$ cat config.mk
export PLATFORM = sky130hd
export DESIGN_NAME = dtp_top
export DESIGN_NICKNAME = d
export VERILOG_FILES = /design/src/dtp_pkg.sv /design/src/dtp_trig_if.sv /design/src/dtp_top.sv /design/src/dtp_trig.sv
export SDC_FILE = /design/constraint.sdc
export NUM_CORES = 1
export LEC_CHECK = 0
export BUFFER_PORTS_ARGS = -buffer_cell sky130_fd_sc_hd__buf_2
export CORE_ASPECT_RATIO = 0.9
export CORE_UTILIZATION = 50
export CTS_BUF_LIST = sky130_fd_sc_hd__clkbuf_8
export DETAILED_ROUTE_END_ITERATION = 16
export PLACE_DENSITY = 0.79
export SLEW_MARGIN = 20
export SYNTH_ARGS = -nofsm -noshare
export SYNTH_HDL_FRONTEND = slang
export SYNTH_HIERARCHICAL = 1
export SYNTH_SLANG_ARGS = --single-unit
$ cat constraint.sdc
create_clock -name CLK -period 4.45 [get_ports CLK]
set_input_delay 0.89 -clock CLK [delete_from_list [all_inputs] [get_ports CLK]]
set_output_delay 0.89 -clock CLK [all_outputs]
set_load 0.005 [all_outputs]
$ cat src/dtp_pkg.sv
// Shared constants for the digital port and trigger block
package dtp_pkg;

	// Port geometry
	localparam int NUM_BUSES   = 4;     // Independent 8-line buses
	localparam int BUS_WIDTH   = 8;     // Lines per bus
	localparam int NUM_FRONT   = 2;     // Two-way front trigger channels
	localparam int NUM_BACK    = 2;     // Back inputs and back outputs
	localparam int NUM_TRIG    = 4;     // Trigger inputs seen by logic
	localparam int NUM_SYNC    = 5;     // Trigger inputs plus clock pin
	localparam int REG_W       = 32;    // Register data width
	localparam int IRQ_W       = 5;     // Interrupt status width

	// Register byte offsets
	localparam logic [7:0] OFS_MODE      = 8'h00;
	localparam logic [7:0] OFS_DRIVE     = 8'h04;
	localparam logic [7:0] OFS_OUT_VALUE = 8'h08;
	localparam logic [7:0] OFS_IN_VALUE  = 8'h0C;
	localparam logic [7:0] OFS_STATUS    = 8'h10;
	localparam logic [7:0] OFS_IRQ_STAT  = 8'h14;
	localparam logic [7:0] OFS_IRQ_CLR   = 8'h18;
	localparam logic [7:0] OFS_IRQ_EN    = 8'h1C;
	localparam logic [7:0] OFS_TRIG_CTRL = 8'h20;
	localparam logic [7:0] OFS_TRIG_STAT = 8'h24;

	// Field positions
	localparam int MODE_SEL_LSB  = 0;   // Output source, two bits
	localparam int CLK_EXT_BIT   = 4;   // 1 selects the external clock
	localparam int OVF_LIVE_BIT  = 0;   // Overflow present now
	localparam int OVF_HIST_BIT  = 1;   // Overflow seen earlier
	localparam int IRQ_OVF_BIT   = 0;   // Overflow event
	localparam int IRQ_TRIG_LSB  = 1;   // Trigger rising edges, four bits
	localparam int TRIG_DIR_LSB  = 0;   // Front channel is output
	localparam int TRIG_OUT_LSB  = 8;   // Trigger output levels, four bits

	// Output source modes
	localparam logic [1:0] MODE_MANUAL = 2'h0;
	localparam logic [1:0] MODE_SEQ    = 2'h1;
	localparam logic [1:0] MODE_RESULT = 2'h2;
	localparam logic [1:0] MODE_SYSFMT = 2'h3;

	// Values after reset
	localparam logic [1:0]  RST_MODE  = 2'h0;
	localparam logic        RST_CLK   = 1'b0;
	localparam logic [3:0]  RST_DRIVE = 4'h0;
	localparam logic [31:0] RST_VALUE = 32'h0000_0000;
	localparam logic [1:0]  RST_DIR   = 2'h0;
	localparam logic [3:0]  RST_TOUT  = 4'h0;
	localparam logic [4:0]  RST_IRQ   = 5'h00;

	// Internal port clock made from the system clock by a phase accumulator
	localparam longint SYS_CLK_KHZ  = 100000;
	localparam longint PORT_CLK_KHZ = 56250;
	localparam int     ACC_W        = 16;
	localparam logic [15:0] PORT_ACC_INC =
		16'(PORT_CLK_KHZ * 65536 / SYS_CLK_KHZ);

endpackage

$ cat src/dtp_trig_if.sv
// Carrier between the port core and the trigger pin module
`timescale 1ns/10ps
interface dtp_trig_if;
	logic [1:0] dir;        // Front channel drives when set
	logic [3:0] out_lvl;    // Levels for the four trigger outputs
	logic [3:0] in_lvl;     // Filtered trigger input levels
	logic [3:0] in_rise;    // One-cycle rising edge pulses
	logic       ext_lvl;    // Filtered external clock level
	logic       ext_rise;   // One-cycle rising edge of the clock pin

	modport ctrl (output dir, output out_lvl,
		input in_lvl, input in_rise, input ext_lvl, input ext_rise);
	modport trig (input dir, input out_lvl,
		output in_lvl, output in_rise, output ext_lvl, output ext_rise);
endinterface

$ cat src/dtp_top.sv
// Digital I/O port with four buses, source modes and trigger channels
`timescale 1ns/10ps
module dtp_top
	import dtp_pkg::*;
#(
	parameter int NUM_BUS = NUM_BUSES,   // Buses in the port
	parameter int BUS_W   = BUS_WIDTH    // Lines per bus
)
(
	// Clock and reset
	input  wire logic                     CLK,
	input  wire logic                     NRST,
	// Register port
	input  wire logic [7:0]               REG_ADDR,
	input  wire logic [REG_W-1:0]         REG_WDATA,
	input  wire logic                     REG_WR,
	input  wire logic                     REG_RD,
	output logic      [REG_W-1:0]         REG_RDATA,
	// Interrupt
	output logic                          IRQ,
	// Value sources
	input  wire logic [NUM_BUS*BUS_W-1:0] SEQ_VALUE,
	input  wire logic                     SEQ_VALID,
	input  wire logic [NUM_BUS*BUS_W-1:0] RES_VALUE,
	input  wire logic                     RES_VALID,
	// Parallel port pins
	input  wire logic [NUM_BUS*BUS_W-1:0] PORT_IN,
	output logic      [NUM_BUS*BUS_W-1:0] PORT_OUT,
	output logic      [NUM_BUS*BUS_W-1:0] PORT_OE_N,
	input  wire logic                     PORT_EXT_CLK,
	// Trigger pins
	input  wire logic [NUM_FRONT-1:0]     TRIG_FRONT_IN,
	output logic      [NUM_FRONT-1:0]     TRIG_FRONT_OUT,
	output logic      [NUM_FRONT-1:0]     TRIG_FRONT_OE_N,
	input  wire logic [NUM_BACK-1:0]      TRIG_BACK_IN,
	output logic      [NUM_BACK-1:0]      TRIG_BACK_OUT,
	output logic      [NUM_TRIG-1:0]      TRIG_LEVEL
);

	localparam int PW = NUM_BUS * BUS_W;   // Total port lines

	// Control registers written by software
	logic [1:0]         mode_reg;          // Output source
	logic               clk_ext_reg;       // External port clock
	logic [NUM_BUS-1:0] drive_reg;         // Per-bus output enable
	logic [PW-1:0]      man_reg;           // Manual output value
	logic [1:0]         trig_dir_reg;      // Front channel directions
	logic [3:0]         trig_out_reg;      // Trigger output levels
	logic [IRQ_W-1:0]   irq_en_reg;        // Interrupt enables
	logic [IRQ_W-1:0]   irq_st_reg;        // Sticky event bits

	// Data path state
	logic [PW-1:0]      seq_data_reg;      // Last sequencer value
	logic [PW-1:0]      res_data_reg;      // Result waiting to go out
	logic               res_pend_reg;      // A result is waiting
	logic               ovf_live_reg;      // Overflow present
	logic [PW-1:0]      val_reg;           // Unmasked port value
	logic [PW-1:0]      out_reg;           // Value on the pins
	logic [PW-1:0]      oe_n_reg;          // Pin enables, low drives
	logic [PW-1:0]      in_s1_reg;         // Input synchroniser stages
	logic [PW-1:0]      in_s2_reg;
	logic [PW-1:0]      in_s3_reg;
	logic [PW-1:0]      in_filt_reg;       // Accepted input levels
	logic [PW-1:0]      in_val_reg;        // Levels captured at a tick
	logic [ACC_W-1:0]   acc_reg;           // Internal clock accumulator
	logic               irq_reg;
	logic [REG_W-1:0]   rdata_reg;

	// Trigger pin module link
	dtp_trig_if tif ();

	dtp_trig u_trig (
		.clk        (CLK),
		.nrst       (NRST),
		.front_in   (TRIG_FRONT_IN),
		.front_out  (TRIG_FRONT_OUT),
		.front_oe_n (TRIG_FRONT_OE_N),
		.back_in    (TRIG_BACK_IN),
		.back_out   (TRIG_BACK_OUT),
		.ext_clk_in (PORT_EXT_CLK),
		.tif        (tif.trig)
	);

	assign tif.dir     = trig_dir_reg;
	assign tif.out_lvl = trig_out_reg;
	assign TRIG_LEVEL  = tif.in_lvl;

	// Register decode
	wire logic wr_mode  = REG_WR & (REG_ADDR == OFS_MODE);
	wire logic wr_drive = REG_WR & (REG_ADDR == OFS_DRIVE);
	wire logic wr_out   = REG_WR & (REG_ADDR == OFS_OUT_VALUE);
	wire logic wr_clr   = REG_WR & (REG_ADDR == OFS_IRQ_CLR);
	wire logic wr_en    = REG_WR & (REG_ADDR == OFS_IRQ_EN);
	wire logic wr_trig  = REG_WR & (REG_ADDR == OFS_TRIG_CTRL);

	// Port clock: the accumulator carry gives 9 ticks every 16 cycles,
	// which is exactly the internal rate without a second clock domain
	wire logic [ACC_W:0] acc_sum = {1'b0, acc_reg} + {1'b0, PORT_ACC_INC};
	wire logic int_tick = acc_sum[ACC_W];
	// External clock is sampled, so it must stay well below the system
	// clock; the fastest external rates cannot be followed reliably
	wire logic port_tick = clk_ext_reg ? tif.ext_rise : int_tick;

	// Result hand-off between the readout and the port
	wire logic res_mode = mode_reg[1];         // Both result formats
	wire logic res_take = res_mode & RES_VALID;
	wire logic drain    = port_tick & res_pend_reg;
	// A new result while the last one has not gone out yet
	wire logic ovf_ev   = res_take & res_pend_reg & ~drain;
	wire logic res_pend_next = res_mode & (res_take | (res_pend_reg & ~drain));
	wire logic ovf_live_next = res_mode & (ovf_ev | (ovf_live_reg & ~drain));

	// Source selection; system format marks a fresh result in the top bit
	wire logic [PW-1:0] res_sel = res_pend_reg ? res_data_reg : val_reg;
	wire logic [PW-1:0] sys_sel = {res_pend_reg, res_data_reg[PW-2:0]};
	wire logic [PW-1:0] src_val =
		(mode_reg == MODE_MANUAL) ? man_reg :
		(mode_reg == MODE_SEQ)    ? seq_data_reg :
		(mode_reg == MODE_RESULT) ? res_sel : sys_sel;

	// Per-bus drive mask
	logic [PW-1:0] drive_mask;
	genvar b;
	generate
		for (b = 0; b < NUM_BUS; b++)
		begin : g_bus
			// Whole bus switches together
			assign drive_mask[b*BUS_W +: BUS_W] = {BUS_W{drive_reg[b]}};
		end
	endgenerate

	// Input filter: a bit moves once stages two and three agree
	wire logic [PW-1:0] in_filt_next =
		(in_s2_reg & in_s3_reg) | (in_filt_reg & (in_s2_reg ^ in_s3_reg));

	// Events; front triggers count only while used as inputs
	wire logic [3:0] trig_ev = tif.in_rise & {2'b11, ~trig_dir_reg};
	wire logic [IRQ_W-1:0] irq_ev = {trig_ev, ovf_ev};
	// Set wins over a clear in the same cycle
	wire logic [IRQ_W-1:0] irq_clr = wr_clr ? REG_WDATA[IRQ_W-1:0] : '0;
	wire logic [IRQ_W-1:0] irq_st_next = (irq_st_reg & ~irq_clr) | irq_ev;
	wire logic [IRQ_W-1:0] irq_en_next =
		wr_en ? REG_WDATA[IRQ_W-1:0] : irq_en_reg;

	// Read mux; unmapped and write-only offsets read zero
	wire logic [REG_W-1:0] st_word = REG_W'({irq_st_reg[IRQ_OVF_BIT],
		ovf_live_reg}) << OVF_LIVE_BIT;
	wire logic [REG_W-1:0] rd_mux =
		(REG_ADDR == OFS_MODE)      ? (REG_W'(mode_reg) << MODE_SEL_LSB) |
			(REG_W'(clk_ext_reg) << CLK_EXT_BIT) :
		(REG_ADDR == OFS_DRIVE)     ? REG_W'(drive_reg) :
		(REG_ADDR == OFS_OUT_VALUE) ? REG_W'(man_reg) :
		(REG_ADDR == OFS_IN_VALUE)  ? REG_W'(in_val_reg) :
		(REG_ADDR == OFS_STATUS)    ? st_word :
		(REG_ADDR == OFS_IRQ_STAT)  ? REG_W'(irq_st_reg) :
		(REG_ADDR == OFS_IRQ_EN)    ? REG_W'(irq_en_reg) :
		(REG_ADDR == OFS_TRIG_CTRL) ?
			(REG_W'(trig_dir_reg) << TRIG_DIR_LSB) |
			(REG_W'(trig_out_reg) << TRIG_OUT_LSB) :
		(REG_ADDR == OFS_TRIG_STAT) ? REG_W'(tif.in_lvl) : '0;

	// Software-written control
	always_ff @(posedge CLK)
	begin
		if (!NRST)
		begin
			mode_reg     <= RST_MODE;
			clk_ext_reg  <= RST_CLK;
			drive_reg    <= RST_DRIVE[NUM_BUS-1:0];
			man_reg      <= RST_VALUE[PW-1:0];
			trig_dir_reg <= RST_DIR;
			trig_out_reg <= RST_TOUT;
		end
		else
		begin
			if (wr_mode)
			begin
				mode_reg    <= REG_WDATA[MODE_SEL_LSB +: 2];
				clk_ext_reg <= REG_WDATA[CLK_EXT_BIT];
			end
			if (wr_drive)
				drive_reg <= REG_WDATA[NUM_BUS-1:0];
			if (wr_out)
				man_reg <= REG_WDATA[PW-1:0];
			if (wr_trig)
			begin
				trig_dir_reg <= REG_WDATA[TRIG_DIR_LSB +: 2];
				trig_out_reg <= REG_WDATA[TRIG_OUT_LSB +: 4];
			end
		end
	end

	// Interrupt status, enables and output level
	always_ff @(posedge CLK)
	begin
		if (!NRST)
		begin
			irq_st_reg <= RST_IRQ;
			irq_en_reg <= RST_IRQ;
			irq_reg    <= 1'b0;
		end
		else
		begin
			irq_st_reg <= irq_st_next;
			irq_en_reg <= irq_en_next;
			irq_reg    <= |(irq_st_next & irq_en_next);
		end
	end

	// Source capture and overflow tracking
	always_ff @(posedge CLK)
	begin
		if (!NRST)
		begin
			seq_data_reg <= RST_VALUE[PW-1:0];
			res_data_reg <= RST_VALUE[PW-1:0];
			res_pend_reg <= 1'b0;
			ovf_live_reg <= 1'b0;
		end
		else
		begin
			if (SEQ_VALID)
				seq_data_reg <= SEQ_VALUE;
			// Newest result replaces one that was still waiting
			if (res_take)
				res_data_reg <= RES_VALUE;
			res_pend_reg <= res_pend_next;
			ovf_live_reg <= ovf_live_next;
		end
	end

	// Port clock accumulator, stepping every cycle, and pin registers, moving on a tick
	always_ff @(posedge CLK)
	begin
		if (!NRST)
		begin
			acc_reg    <= '0;
			val_reg    <= RST_VALUE[PW-1:0];
			out_reg    <= RST_VALUE[PW-1:0];
			oe_n_reg   <= '1;
			in_val_reg <= RST_VALUE[PW-1:0];
		end
		else
		begin
			acc_reg <= acc_sum[ACC_W-1:0];
			if (port_tick)
			begin
				val_reg    <= src_val;
				out_reg    <= src_val & drive_mask;
				oe_n_reg   <= ~drive_mask;
				in_val_reg <= in_filt_next;
			end
		end
	end

	// Input synchroniser; stage one feeds stage two only
	always_ff @(posedge CLK)
	begin
		if (!NRST)
		begin
			in_s1_reg   <= '0;
			in_s2_reg   <= '0;
			in_s3_reg   <= '0;
			in_filt_reg <= '0;
		end
		else
		begin
			in_s1_reg   <= PORT_IN;
			in_s2_reg   <= in_s1_reg;
			in_s3_reg   <= in_s2_reg;
			in_filt_reg <= in_filt_next;
		end
	end

	// Read data stands for exactly one cycle after the strobe
	always_ff @(posedge CLK)
	begin
		if (!NRST)
			rdata_reg <= '0;
		else
			rdata_reg <= REG_RD ? rd_mux : '0;
	end

	assign PORT_OUT  = out_reg;
	assign PORT_OE_N = oe_n_reg;
	assign IRQ       = irq_reg;
	assign REG_RDATA = rdata_reg;

endmodule

$ cat src/dtp_trig.sv
// Trigger pins and clock pin: synchronisers, edge pulses, output drive
`timescale 1ns/10ps
module dtp_trig
	import dtp_pkg::*;
(
	// Clock and reset
	input  wire logic                 clk,
	input  wire logic                 nrst,
	// Pins
	input  wire logic [NUM_FRONT-1:0] front_in,
	output logic      [NUM_FRONT-1:0] front_out,
	output logic      [NUM_FRONT-1:0] front_oe_n,
	input  wire logic [NUM_BACK-1:0]  back_in,
	output logic      [NUM_BACK-1:0]  back_out,
	input  wire logic                 ext_clk_in,
	// Core side
	dtp_trig_if.trig                  tif
);

	// Raw pins in channel order: ch1, ch2, in3, in4, clock pin
	wire logic [NUM_SYNC-1:0] raw_in = {ext_clk_in, back_in, front_in};
	logic      [NUM_SYNC-1:0] lvl_vec;    // Filtered levels
	logic      [NUM_SYNC-1:0] rise_vec;   // Edge pulses

	// One synchroniser and filter per input
	genvar g;
	generate
		for (g = 0; g < NUM_SYNC; g++)
		begin : g_sync
			logic s1_reg;     // Metastability stage, read only by s2
			logic s2_reg;
			logic s3_reg;
			logic filt_reg;   // Accepted level
			logic rise_reg;
			// Level only moves when the second and third stage agree
			wire logic agree = (s2_reg == s3_reg);
			wire logic filt_next = agree ? s3_reg : filt_reg;
			always_ff @(posedge clk)
			begin
				if (!nrst)
				begin
					s1_reg   <= 1'b0;
					s2_reg   <= 1'b0;
					s3_reg   <= 1'b0;
					filt_reg <= 1'b0;
					rise_reg <= 1'b0;
				end
				else
				begin
					s1_reg   <= raw_in[g];
					s2_reg   <= s1_reg;
					s3_reg   <= s2_reg;
					filt_reg <= filt_next;
					rise_reg <= filt_next & ~filt_reg;
				end
			end
			assign lvl_vec[g]  = filt_reg;
			assign rise_vec[g] = rise_reg;
		end
	endgenerate

	// Hand the filtered view to the core
	assign tif.in_lvl   = lvl_vec[NUM_TRIG-1:0];
	assign tif.in_rise  = rise_vec[NUM_TRIG-1:0];
	assign tif.ext_lvl  = lvl_vec[NUM_SYNC-1];
	assign tif.ext_rise = rise_vec[NUM_SYNC-1];

	// Registered trigger outputs; front pins float as inputs after reset
	always_ff @(posedge clk)
	begin
		if (!nrst)
		begin
			front_out  <= 2'h0;
			front_oe_n <= 2'h3;
			back_out   <= 2'h0;
		end
		else
		begin
			front_out  <= tif.out_lvl[1:0];
			front_oe_n <= ~tif.dir;
			back_out   <= tif.out_lvl[3:2];
		end
	end

endmodule

; After elaboration in Yosys (flattened, before gate mapping)
; Cells that the tools add are included.
[totals]
register_bits = 457
inputBits = 147
out_inout_bits = 107
elab_cells = 134
[op_classes]
add_sub_neg = 1
eq_ne = 16
mux = 21
n_bitwise = 41
n_reduce_logical = 4
[op_table]
columns = cell, n
row1 = two-way mux 32 bit, 8
row2 = AND 32 bit, 3
row3 = two-way mux 12 bit, 4
row4 = "equality test 8 x 5 -> 1 bit, second input constant", 4
row5 = inverter 32 bit, 1
row6 = bitwise OR 32 bit, 1
row7 = bitwise XOR 32 bit, 1
row8 = AND 1 bit, 19
row9 = "adder 16 x 16 -> 17 bit, second input constant", 1
row10 = "equality test 8 x 4 -> 1 bit, second input constant", 2
row11 = "equality test 8 x 6 -> 1 bit, second input constant", 2
row12 = bitwise OR 2 x 12 -> 12 bit, 1
row13 = AND 5 bit, 2
row14 = two-way mux 5 bit, 2
row15 = "equality test 8 x 3 -> 1 bit, second input constant", 1
row16 = logical NOT 8 bit, 1
row17 = two-way mux 1 bit, 6
row18 = inverter 1 bit, 6
row19 = equality test 1 bit, 5
row20 = inverter 5 bit, 1
row21 = bitwise OR 2 x 5 -> 5 bit, 1
row22 = bitwise OR 5 bit, 1
row23 = OR reduction 5 bit, 1
row24 = AND 4 bit, 1
row25 = 7 further kinds, 8

; Depth between registers and ports, before layout
; Gate-level depths: netlist of run 1.
[logic_depth]
depth_word = 10
mapped_depth = 7
ltp_nobuf = 6

; By module
; The synthesis of run 1 kept the hierarchy.
[modules_own_cells]
columns = mod, instances, cells_per_inst, area_per_inst_um2, seq_area_each_um2
row1 = dtp_top, 1, 1566, 15011.9, 7727.4
row2 = dtp_trig, 1, 82, 944.7, 620.6

; Least setup slack after synthesis of run 1
; Ideal clock, no wire load.
[synth_path]
path_kind = input -> register
from = in REG_ADDR[3]
to = reg trig_dir_reg[0] (netlist: tif.dir[0])
setup_time_ns = 0.116
arrival_time_ns = 2.231
t_required_ns = 4.334
path_slack_ns = 2.102
stages = 5
path_buffers = 0
path_cell_list = or4_4 > nor4b_4 > nand2_4 > mux2i_1 > nor2b_1
[synth_between]
elab_chain_cells = 2
[synth_lines]
columns = item, line_no
row1 = start: declaration, dtp_top.sv:14  ; input wire logic [7:0] REG_ADDR,
row2 = equality test 8 x 6 -> 1 bit, dtp_top.sv:94  ; wire logic wr_trig = REG_WR & (REG_ADDR == OFS_TRIG_CTRL);
row3 = AND 1 bit, dtp_top.sv:94
row4 = end signal: assignment, dtp_top.sv:187  ; trig_dir_reg <= REG_WDATA[TRIG_DIR_LSB +: 2];
row5 = end: declaration, dtp_top.sv:47  ; logic [1:0] trig_dir_reg;
; No other way between the ends.
; A chain may end at the register's enable or synchronous reset.

; Final worst setup path of run 1
[layout_path]
from = in REG_ADDR[2]
to = reg man_reg[26]
[layout_between]
elab_chain_cells = 2
[layout_lines]
columns = item, line_no
row1 = equality test 8 x 4 -> 1 bit, dtp_top.sv:91  ; wire logic wr_out = REG_WR & (REG_ADDR == OFS_OUT_VALUE);
row2 = AND 1 bit, dtp_top.sv:91
row3 = end signal: assignment, dtp_top.sv:170  ; man_reg <= RST_VALUE[PW-1:0];
row4 = end signal: assignment, dtp_top.sv:184  ; man_reg <= REG_WDATA[PW-1:0];
row5 = end: declaration, dtp_top.sv:46  ; logic [PW-1:0] man_reg;
; No other way between the ends.

==> metrics.txt, run 1 <==
status=completed; Mapped Nets=1828; FMAX=0.3929 GHz; post-CTS setup repair buffer count=0; largest area contributor in the netlist=dfxtp_1; NumNets Final=2011; Worst-path clk slew=60 ps; Antenna Nets Post-Route=0; commonest non-fill, non-tap cell in the layout=dfxtp_1; post-synth cell types=48; crit-path max FO=32; fraction of registers with async set/reset=0; Worst Setup SP=REG_ADDR[2]; WP data required=4890 ps; routed length per instance=16.94 um; worst rel slew slack=0.2973; CTS buffer count=67; CTS sink count=417; actual slew at the worst max-slew pin=1054 ps; Hold Fails Final Rpt=0; final period utilization=0.5719; Clock Latency Late Sink=590 ps; Port Buffers=253; Data arrival, critical path=2980 ps; Startpoint Class=primary input; synth-to-layout area growth=15.22%; TNS Setup=0 ps; Initial Utilization=0.5124; commonest non-fill, non-tap cells in the layout=dfxtp_1, nand2_1, buf_2; fin. max-slew vios=0; Tot GR Track Use=0.2332; RSZ-0062 raised after global routing=no; final-report setup violation count=0; design area=18390 um2; Post-synth EDFFs=0; Worst setup endpoint=man_reg[26]$_SDFFE_PN0P_; DRT Wirelength=38670 um; fin crit period=2545 ps; pwr/cell area=394.0 nW/um2; Worst R2R Path Depth=6; FP Rows=61; register area share after synthesis=0.5232; synthesized area=15960 um2; ranking of synthesized cells by area=dfxtp_1, nand2_1, nor2b_1; Syn Area/Cell=9.682 um2; Core Box Area=31140 um2; worst slack, placed=1003 ps; Tightest Hold Check Type=reg -> reg; drt via density=5.242; cts hold-fix bufs=0; CTS root buf=clkbuf_8; TritonRoute pass-1 iters=6; die area=32630 um2; layout cells sized above 1=0.1969; fin worst setup slack=1905 ps; DP HPWL=25900 um; Primary FF master, synth=dfxtp_1; P_leak=0.008099 uW; post-synth top area share=0.5232; 1st-iter DRT viols=832; Placed Area=17160 um2; Remaining Overflow, GRT=0; Synth Register Bits=417; H-tree levels=3; pin count of the biggest net entering global routing=252; Synth warnings=6; Crit. End Element=register; deepest clock path buffer count=3; gpl congestion=0.8637; vias in the first global route=11263; initial antenna violation count=6; first-pass GRT wire length=59830 um; Max-cap violations=0; Die H=171.5 um; worst vdd ir=0.2418 mV; reg2reg start=acc_reg[12]$_SDFF_PN0_; Post-Syn Instances=1648; post-CTS sizing=0; Setup CP Type=in -> reg; Die W=190.3 um; reg-to-reg endpoint=val_reg[24]$_SDFFE_PN0P_; flop-to-flop setup slack=1990 ps; CTS tree=done; DRC viols=0; total number of vias=11962; IO Pins=254; clock skew=46.70 ps
==> critical path, stage by stage <==
cell and delay [ps]:
buf_2 250, or4b_1 630, nor2_2 110, buf_4 330
nand2_2 440, nand2_1 220, a21boi_1 90
==> cell type report <==
class	instances	area [um2]
clock buffers	75	1032
flip-flops and latches	417	8351
fillers	2676	12750
multi-input cells	1078	6903
clock inverters	32	178.9
well taps	409	511.7
repair buffers	265	1391
inverters	2	7.507
diodes	4	10.01
==> worst min path at each step <==
stage / from / end / slack, ps / depth (start not counted)
2_1_floorplan: tif.dir[1]$_SDFFE_PN0P_ / u_trig/front_oe_n[1]$_SDFF_PN1_ / 380 / 1
3_3_place_gp: in_s1_reg[2]$_SDFF_PN0_ / in_s2_reg[2]$_SDFF_PN0_ / 410 / 1
3_5_place_dp: in_s1_reg[7]$_SDFF_PN0_ / in_s2_reg[7]$_SDFF_PN0_ / 420 / 1
4_1_cts: in_s1_reg[7]$_SDFF_PN0_ / in_s2_reg[7]$_SDFF_PN0_ / 430 / 1
5_1_grt: in_s1_reg[2]$_SDFF_PN0_ / in_s2_reg[2]$_SDFF_PN0_ / 450 / 1
6_report: in_s1_reg[7]$_SDFF_PN0_ / in_s2_reg[7]$_SDFF_PN0_ / 420 / 1
==> per-layer routing <==
metal / share of wire / global-route usage / wire length, um
met1: 0.48 / 0.3329 / 18720
met2: 0.42 / 0.3374 / 16420
met3: 0.059 / 0.04264 / 2294
met4: 0.031 / 0.1127 / 1209
met5: 0.00072 / 0 / 28
==> report_power, final <==
group          switching, uW  internal [uW]  total (uW)
sequential              41.7           3820        3860
combinational            191            161         353
clock                   1430           1600        3030
total                   1670           5580        7240
==> cells by family (layout without fill, tap and decap cells) <==
group,Yosys count,after routing,synth area share
compound gates,346,346,0.1542
mux,79,79,0.04956
simple gates,618,618,0.1999
fa+ha+maj,33,33,0.02588
buf+inv,153,374,0.04618
other cells,0,4,0
flops,417,417,0.5232
xor+xnor,2,2,0.001098
==> stage by stage <==
stage	power, uW	hold slack, ps	std cells	util
5_1_grt	7531	446.7	2281	0.5903
4_1_cts	7305	427.7	2278	0.5898
2_1_floorplan	4147	383.0	1648	-
6_report	7244	424.5	2282	0.5904
3_5_place_dp	4292	418.4	2171	0.5509
3_3_place_gp	4284	414.6	2171	0.5509
==> cell usage after synthesis (3+ instances only) <==
master,count
buf_1,9
nor3_1,3
nor2b_1,150
dfxtp_1,417
and3b_1,5
a211oi_1,33
buf_4,39
a22oi_1,59
nand4_1,5
a31oi_1,3
nand2_1,256
mux2i_1,79
and2_1,124
o22ai_1,4
a222oi_1,4
a21oi_1,79
buf_2,13
ha_1,33
nand3_1,14
o211a_1,32
o21ai_1,7
nor2_1,43
clkbuf_1,90
a21boi_1,107
o21ai_0,6
Note: power is estimated with default switching activity, not from simulation.
==> run 2, diff against run 1 <==
PLACE_DENSITY = 0.82   (was 0.79)
clock period = 2.1 ns   (was 4.45 ns; I/O delays follow)
==> run 2 against run 1 <==
- hold slack worse by 390 ps
- final area up 3.0%
- global-route usage up 0.47 points
==> metrics.txt, run 2 (synthesis results as in run 1) <==
Crit. End Element=register (unchanged); drt via density=5.233 (was 5.242); WP data required=2590 ps (was 4890 ps); fin crit period=1866 ps; Clock Latency Late Sink=590 ps (about the same); Antenna Nets Post-Route=0 (unchanged); DRT Wirelength=39250 um (was 38670 um); commonest non-fill, non-tap cells in the layout=dfxtp_1, nand2_1, buf_2 (unchanged); gpl congestion=0.8933 (was 0.8637); Hold Fails Final Rpt=0 (unchanged); pin count of the biggest net entering global routing=116 (was 252); Worst Hold End=u_trig/g_sync[2].s1_reg$_SDFF_PN0_ (was in_s2_reg[7]$_SDFF_PN0_); 1st-iter DRT viols=769 (was 832); hold depth=2 (was 1); total number of vias=12157 (was 11962); Die H=171.5 um (unchanged); DRC viols=0 (unchanged); TritonRoute pass-1 iters=5 (was 6); CTS sink count=417 (unchanged); TNS Setup=0 ps (unchanged); Startpoint Class=register (was primary input); Data arrival, critical path=2360 ps (was 2980 ps); reg2reg start=acc_reg[12]$_SDFF_PN0_ (unchanged); Max-cap violations=0 (unchanged); Die W=190.3 um (unchanged); IO Pins=254 (unchanged); Core Box Area=31140 um2 (unchanged); first-pass GRT wire length=60930 um (was 59830 um); Worst Setup SP=acc_reg[12]$_SDFF_PN0_ (was REG_ADDR[2]); die area=32630 um2 (unchanged); deepest clock path buffer count=3 (unchanged); worst rel slew slack=0.6298 (was 0.2973); commonest non-fill, non-tap cell in the layout=dfxtp_1 (unchanged); pwr/cell area=843.8 nW/um2 (was 394.0 nW/um2); Tot GR Track Use=0.2378 (was 0.2332); FP Rows=61 (unchanged); Tightest Hold Check Type=in -> reg (was reg -> reg); P_leak=0.008394 uW (was 0.008099 uW); actual slew at the worst max-slew pin=555.4 ps (was 1054 ps); initial antenna violation count=4 (was 6); final-report setup violation count=0 (unchanged); clock skew=25.17 ps (was 46.70 ps); Hold Path Origin=TRIG_BACK_IN[0] (was in_s1_reg[7]$_SDFF_PN0_); layout cells sized above 1=0.2125 (was 0.1969); fin. max-slew vios=0 (unchanged); Remaining Overflow, GRT=0 (unchanged); Worst-path clk slew=60 ps (about the same); final period utilization=0.8886; DP HPWL=26700 um (was 25900 um); Setup CP Type=reg -> reg (was in -> reg); CTS root buf=clkbuf_8 (unchanged); RSZ-0062 raised after global routing=no (unchanged); CTS tree=done (unchanged); status=completed (unchanged); NumNets Final=2044 (was 2011); post-CTS sizing=0 (unchanged); H-tree levels=3 (unchanged); reg-to-reg endpoint=val_reg[24]$_SDFFE_PN0P_ (unchanged); crit-path max FO=64 (was 32); flop-to-flop setup slack=230 ps (was 1990 ps); FMAX=0.5359 GHz; routed length per instance=16.90 um (was 16.94 um); Port Buffers=253 (unchanged); worst vdd ir=0.5457 mV (was 0.2418 mV); synth-to-layout area growth=18.63% (was 15.22%); Initial Utilization=0.5124 (unchanged); CTS buffer count=68 (was 67); vias in the first global route=11433 (was 11263); WHS=32.67 ps (was 424.5 ps); Worst R2R Path Depth=6 (unchanged)
## run 2: power by group
part / internal (uW) / leakage [uW] / switching, uW / total [uW]
Combinational: 368 / 0.00421 / 419 / 787
Sequential: 8090 / 0.00339 / 88.7 / 8180
Clock: 3860 / 0.000792 / 3140 / 7000
## run 2: cell type report
class                   instances  area [um2]
repair buffers                297        1783
inverters                       2       7.507
clock inverters                30       177.7
flip-flops and latches        417        8351
multi-input cells            1078        6894
fillers                      2625       12210
clock buffers                  87        1197
diodes                          3       7.507
well taps                     409       511.7
## run 2: worst max-delay path by stage
stage               cells after the start  slack (ps)                           to
finish                                  6         230     val_reg[24]$_SDFFE_PN0P_
global route                            6         150  in_val_reg[14]$_SDFFE_PN0P_
floorplan                               5         220      tif.dir[0]$_SDFFE_PN0P_
CTS                                     6         230    PORT_OUT[13]$_SDFFE_PN0P_
detailed placement                      6          30  tif.out_lvl[0]$_SDFFE_PN0P_
global placement                        6          80  tif.out_lvl[1]$_SDFFE_PN0P_
## run 2: stage by stage
step                total power, uW  instances  cell area [um2]  setup slack [ps]  utilization
floorplan                      8787       1648            15960             222.5            -
global placement               9115       2202            17540             75.52       0.5632
detailed placement             9131       2202            17540             27.32       0.5632
CTS                           16130       2320            18920             232.0       0.6076
global route                  16610       2323            18930             147.1       0.6079
finish                        15970       2323            18930             234.0       0.6079
## run 2: routing by layer
layer / global-route usage / wire length (um) / vias to the layer above
li1: - / - / 5990
met1: 0.3410 / 18870 / 5646
met2: 0.3516 / 16820 / 442
met3: 0.04489 / 2534 / 77
met4: 0.09217 / 1007 / 2
met5: 0 / 13 / -
## run 2: what timing repair did
item | in CTS | in global routing
setup buffers | 0 | 0
endpoints found under the hold margin | 1 | 0
hold buffers | 1 | 0
## run 2: critical path, stage by stage, from the launching register on
cell and delay, ps:
dfxtp_1 320, ha_1 220, a21oi_1 330, o21a_2 260, buf_12 300, nor2_1 120
nor3b_1 190
==> run 3, diff against run 2 <==
RECOVER_POWER = 100   (was unset)
==> run 3 against run 2 <==
- the run now ends with capacitance limit, slew limit left
- non-clock buffer count did not move
- final area down 0.88%
- via count hardly changed
- sequential share of layout area up 0.39 points
- clock power hardly changed
- largest cell class unchanged
==> metrics.txt, run 3 (synthesis results as in run 1) <==
Die W=190.3 um (unchanged); Data arrival, critical path=2410 ps (was 2360 ps); deepest clock path buffer count=3 (unchanged); RSZ-0062 raised after global routing=no (unchanged); Sw Pwr=3647 uW (was 3646 uW); layout cells sized above 1=0.1758 (was 0.2125); number of fill cells=2681 (was 2625); clock skew=26.97 ps (was 25.17 ps); failing checks=capacitance limit, slew limit; actual slew at the worst max-slew pin=1604 ps (was 555.4 ps); worst vdd ir=0.5458 mV (was 0.5457 mV); Startpoint Class=register (unchanged); Clock Latency Late Sink=600 ps (was 590 ps); fin crit period=1899 ps (was 1866 ps); crit-path max FO=9 (was 64); fin. max-slew vios=116 (was 0); H-tree levels=3 (unchanged); synth-to-layout area growth=17.59% (was 18.63%); TritonRoute pass-1 iters=5 (unchanged); total number of vias=12156 (was 12157); CTS sink count=417 (unchanged); P_leak=0.008026 uW (was 0.008394 uW); post-CTS sizing=0 (unchanged); Setup CP Type=reg -> reg (unchanged); Comb pwr share=0.048 (was 0.049); Port Buffers=253 (unchanged); NumNets Final=2044 (unchanged); IO Pins=254 (unchanged); Hold Fails Final Rpt=0 (unchanged); pin count of the biggest net entering global routing=116 (unchanged); power share of the sequential group=0.513 (was 0.512); final period utilization=0.9041 (was 0.8886); gpl congestion=0.8933 (unchanged); commonest non-fill, non-tap cell in the layout=dfxtp_1 (unchanged); Max-cap violations=1 (was 0); internal power=12320 uW (was 12330 uW); status=finished, violations left (was completed); DRC viols=0 (unchanged); vias in the first global route=11433 (unchanged); die area=32630 um2 (unchanged); Tot GR Track Use=0.2378 (unchanged); DP HPWL=26700 um (unchanged); Tightest Hold Check Type=in -> reg (unchanged); Antenna Nets Post-Route=0 (unchanged); DRT Wirelength=39320 um (was 39250 um); Core Box Area=31140 um2 (unchanged); Clock Power Share=0.439 (was 0.438); Sw Ratio=0.2285 (was 0.2283); WHS=33.33 ps (was 32.67 ps); CTS root buf=clkbuf_8 (unchanged); pwr/cell area=850.7 nW/um2 (was 843.8 nW/um2); Initial Utilization=0.5124 (unchanged); Worst-path clk slew=60 ps (about the same); initial antenna violation count=4 (unchanged); CTS tree=done (unchanged); routed length per instance=16.93 um (was 16.90 um); post-CTS setup repair buffer count=0 (unchanged); WP data required=2610 ps (was 2590 ps); Crit. End Element=register (unchanged); worst rel slew slack=-0.06953 (was 0.6298); FP Rows=61 (unchanged); cts hold-fix bufs=1 (unchanged); FMAX=0.5267 GHz (was 0.5359 GHz); drt via density=5.233 (about the same); final-report setup violation count=0 (unchanged); TNS Setup=0 ps (unchanged); 1st-iter DRT viols=762 (was 769); Remaining Overflow, GRT=0 (unchanged); Die H=171.5 um (unchanged); commonest non-fill, non-tap cells in the layout=dfxtp_1, nand2_1, buf_2 (unchanged); CTS buffer count=68 (unchanged); first-pass GRT wire length=60930 um (unchanged)
run 3: cell types whose count changed in the layout (fill, tap and decap cells not counted), moves of 3 or more:
cell / delta
a21boi_1: -97
buf_2: -59
buf_12: -3
and2_1: -47
and2_0: +47
a21boi_0: +97
clkbuf_2: +4
buf_4: -8
clkbuf_1: +65
run 3: worst paths after layout:
kind,from,to,slack [ps],cells after the start
worst min register to register,in_s1_reg[27]$_SDFF_PN0_,in_s2_reg[27]$_SDFF_PN0_,410,1
worst max register to register,acc_reg[12]$_SDFF_PN0_,PORT_OUT[6]$_SDFFE_PN0P_,200,6
worst max-delay path,acc_reg[12]$_SDFF_PN0_,PORT_OUT[6]$_SDFFE_PN0P_,200,6
worst min-delay path,TRIG_BACK_IN[0],u_trig/g_sync[2].s1_reg$_SDFF_PN0_,30,2
run 3: metal layers:
metal	share of wire	up-vias	global-route usage	wire length [um]
met2	0.43	452	0.3516	16970
met5	0.00033	-	0	13
met1	0.48	5645	0.3410	18680
li1	-	5978	-	-
met4	0.026	2	0.09217	1007
met3	0.067	79	0.04489	2646
run 3: layout make-up:
type	count	area, um2	share of cell area
flip-flops and latches	417	8351	0.4451
inverters	2	7.507	0.0004001
clock buffers	87	1197	0.06382
multi-input cells	1078	6875	0.3664
clock inverters	30	177.7	0.009469
well taps	409	511.7	0.02727
repair buffers	297	1635	0.08716
diodes	3	7.507	0.0004001
run 3: through the flow:
| stage | setup slack [ps] | util | power, uW | instance area (um2) | cells |
|---|---|---|---|---|---|
| floorplan | 222.5 | - | 8787 | 15960 | 1648 |
| CTS | 232.0 | 0.6076 | 16130 | 18920 | 2320 |
| global route | 76.36 | 0.6025 | 16590 | 18760 | 2323 |
| global placement | 75.52 | 0.5632 | 9115 | 17540 | 2202 |
| finish | 201.4 | 0.6025 | 15960 | 18760 | 2323 |
| detailed placement | 27.32 | 0.5632 | 9131 | 17540 | 2202 |
run 3: power by group through the flow:
stage	registers (uW)	logic, uW	clock network, uW
after detailed placement	8350	778	0
after CTS	8180	787	7160
after global routing	8200	846	7550
final	8180	773	7010
after global placement	8350	767	0
after floorplan	8320	467	0
run 3: worst max-delay path: stages, from the launching register on:
cell,delay (ps)
dfxtp_1,360
ha_1,200
a21oi_1,140
o21ai_4,280
and2_0,560
a22oi_1,140
nor2b_1,140
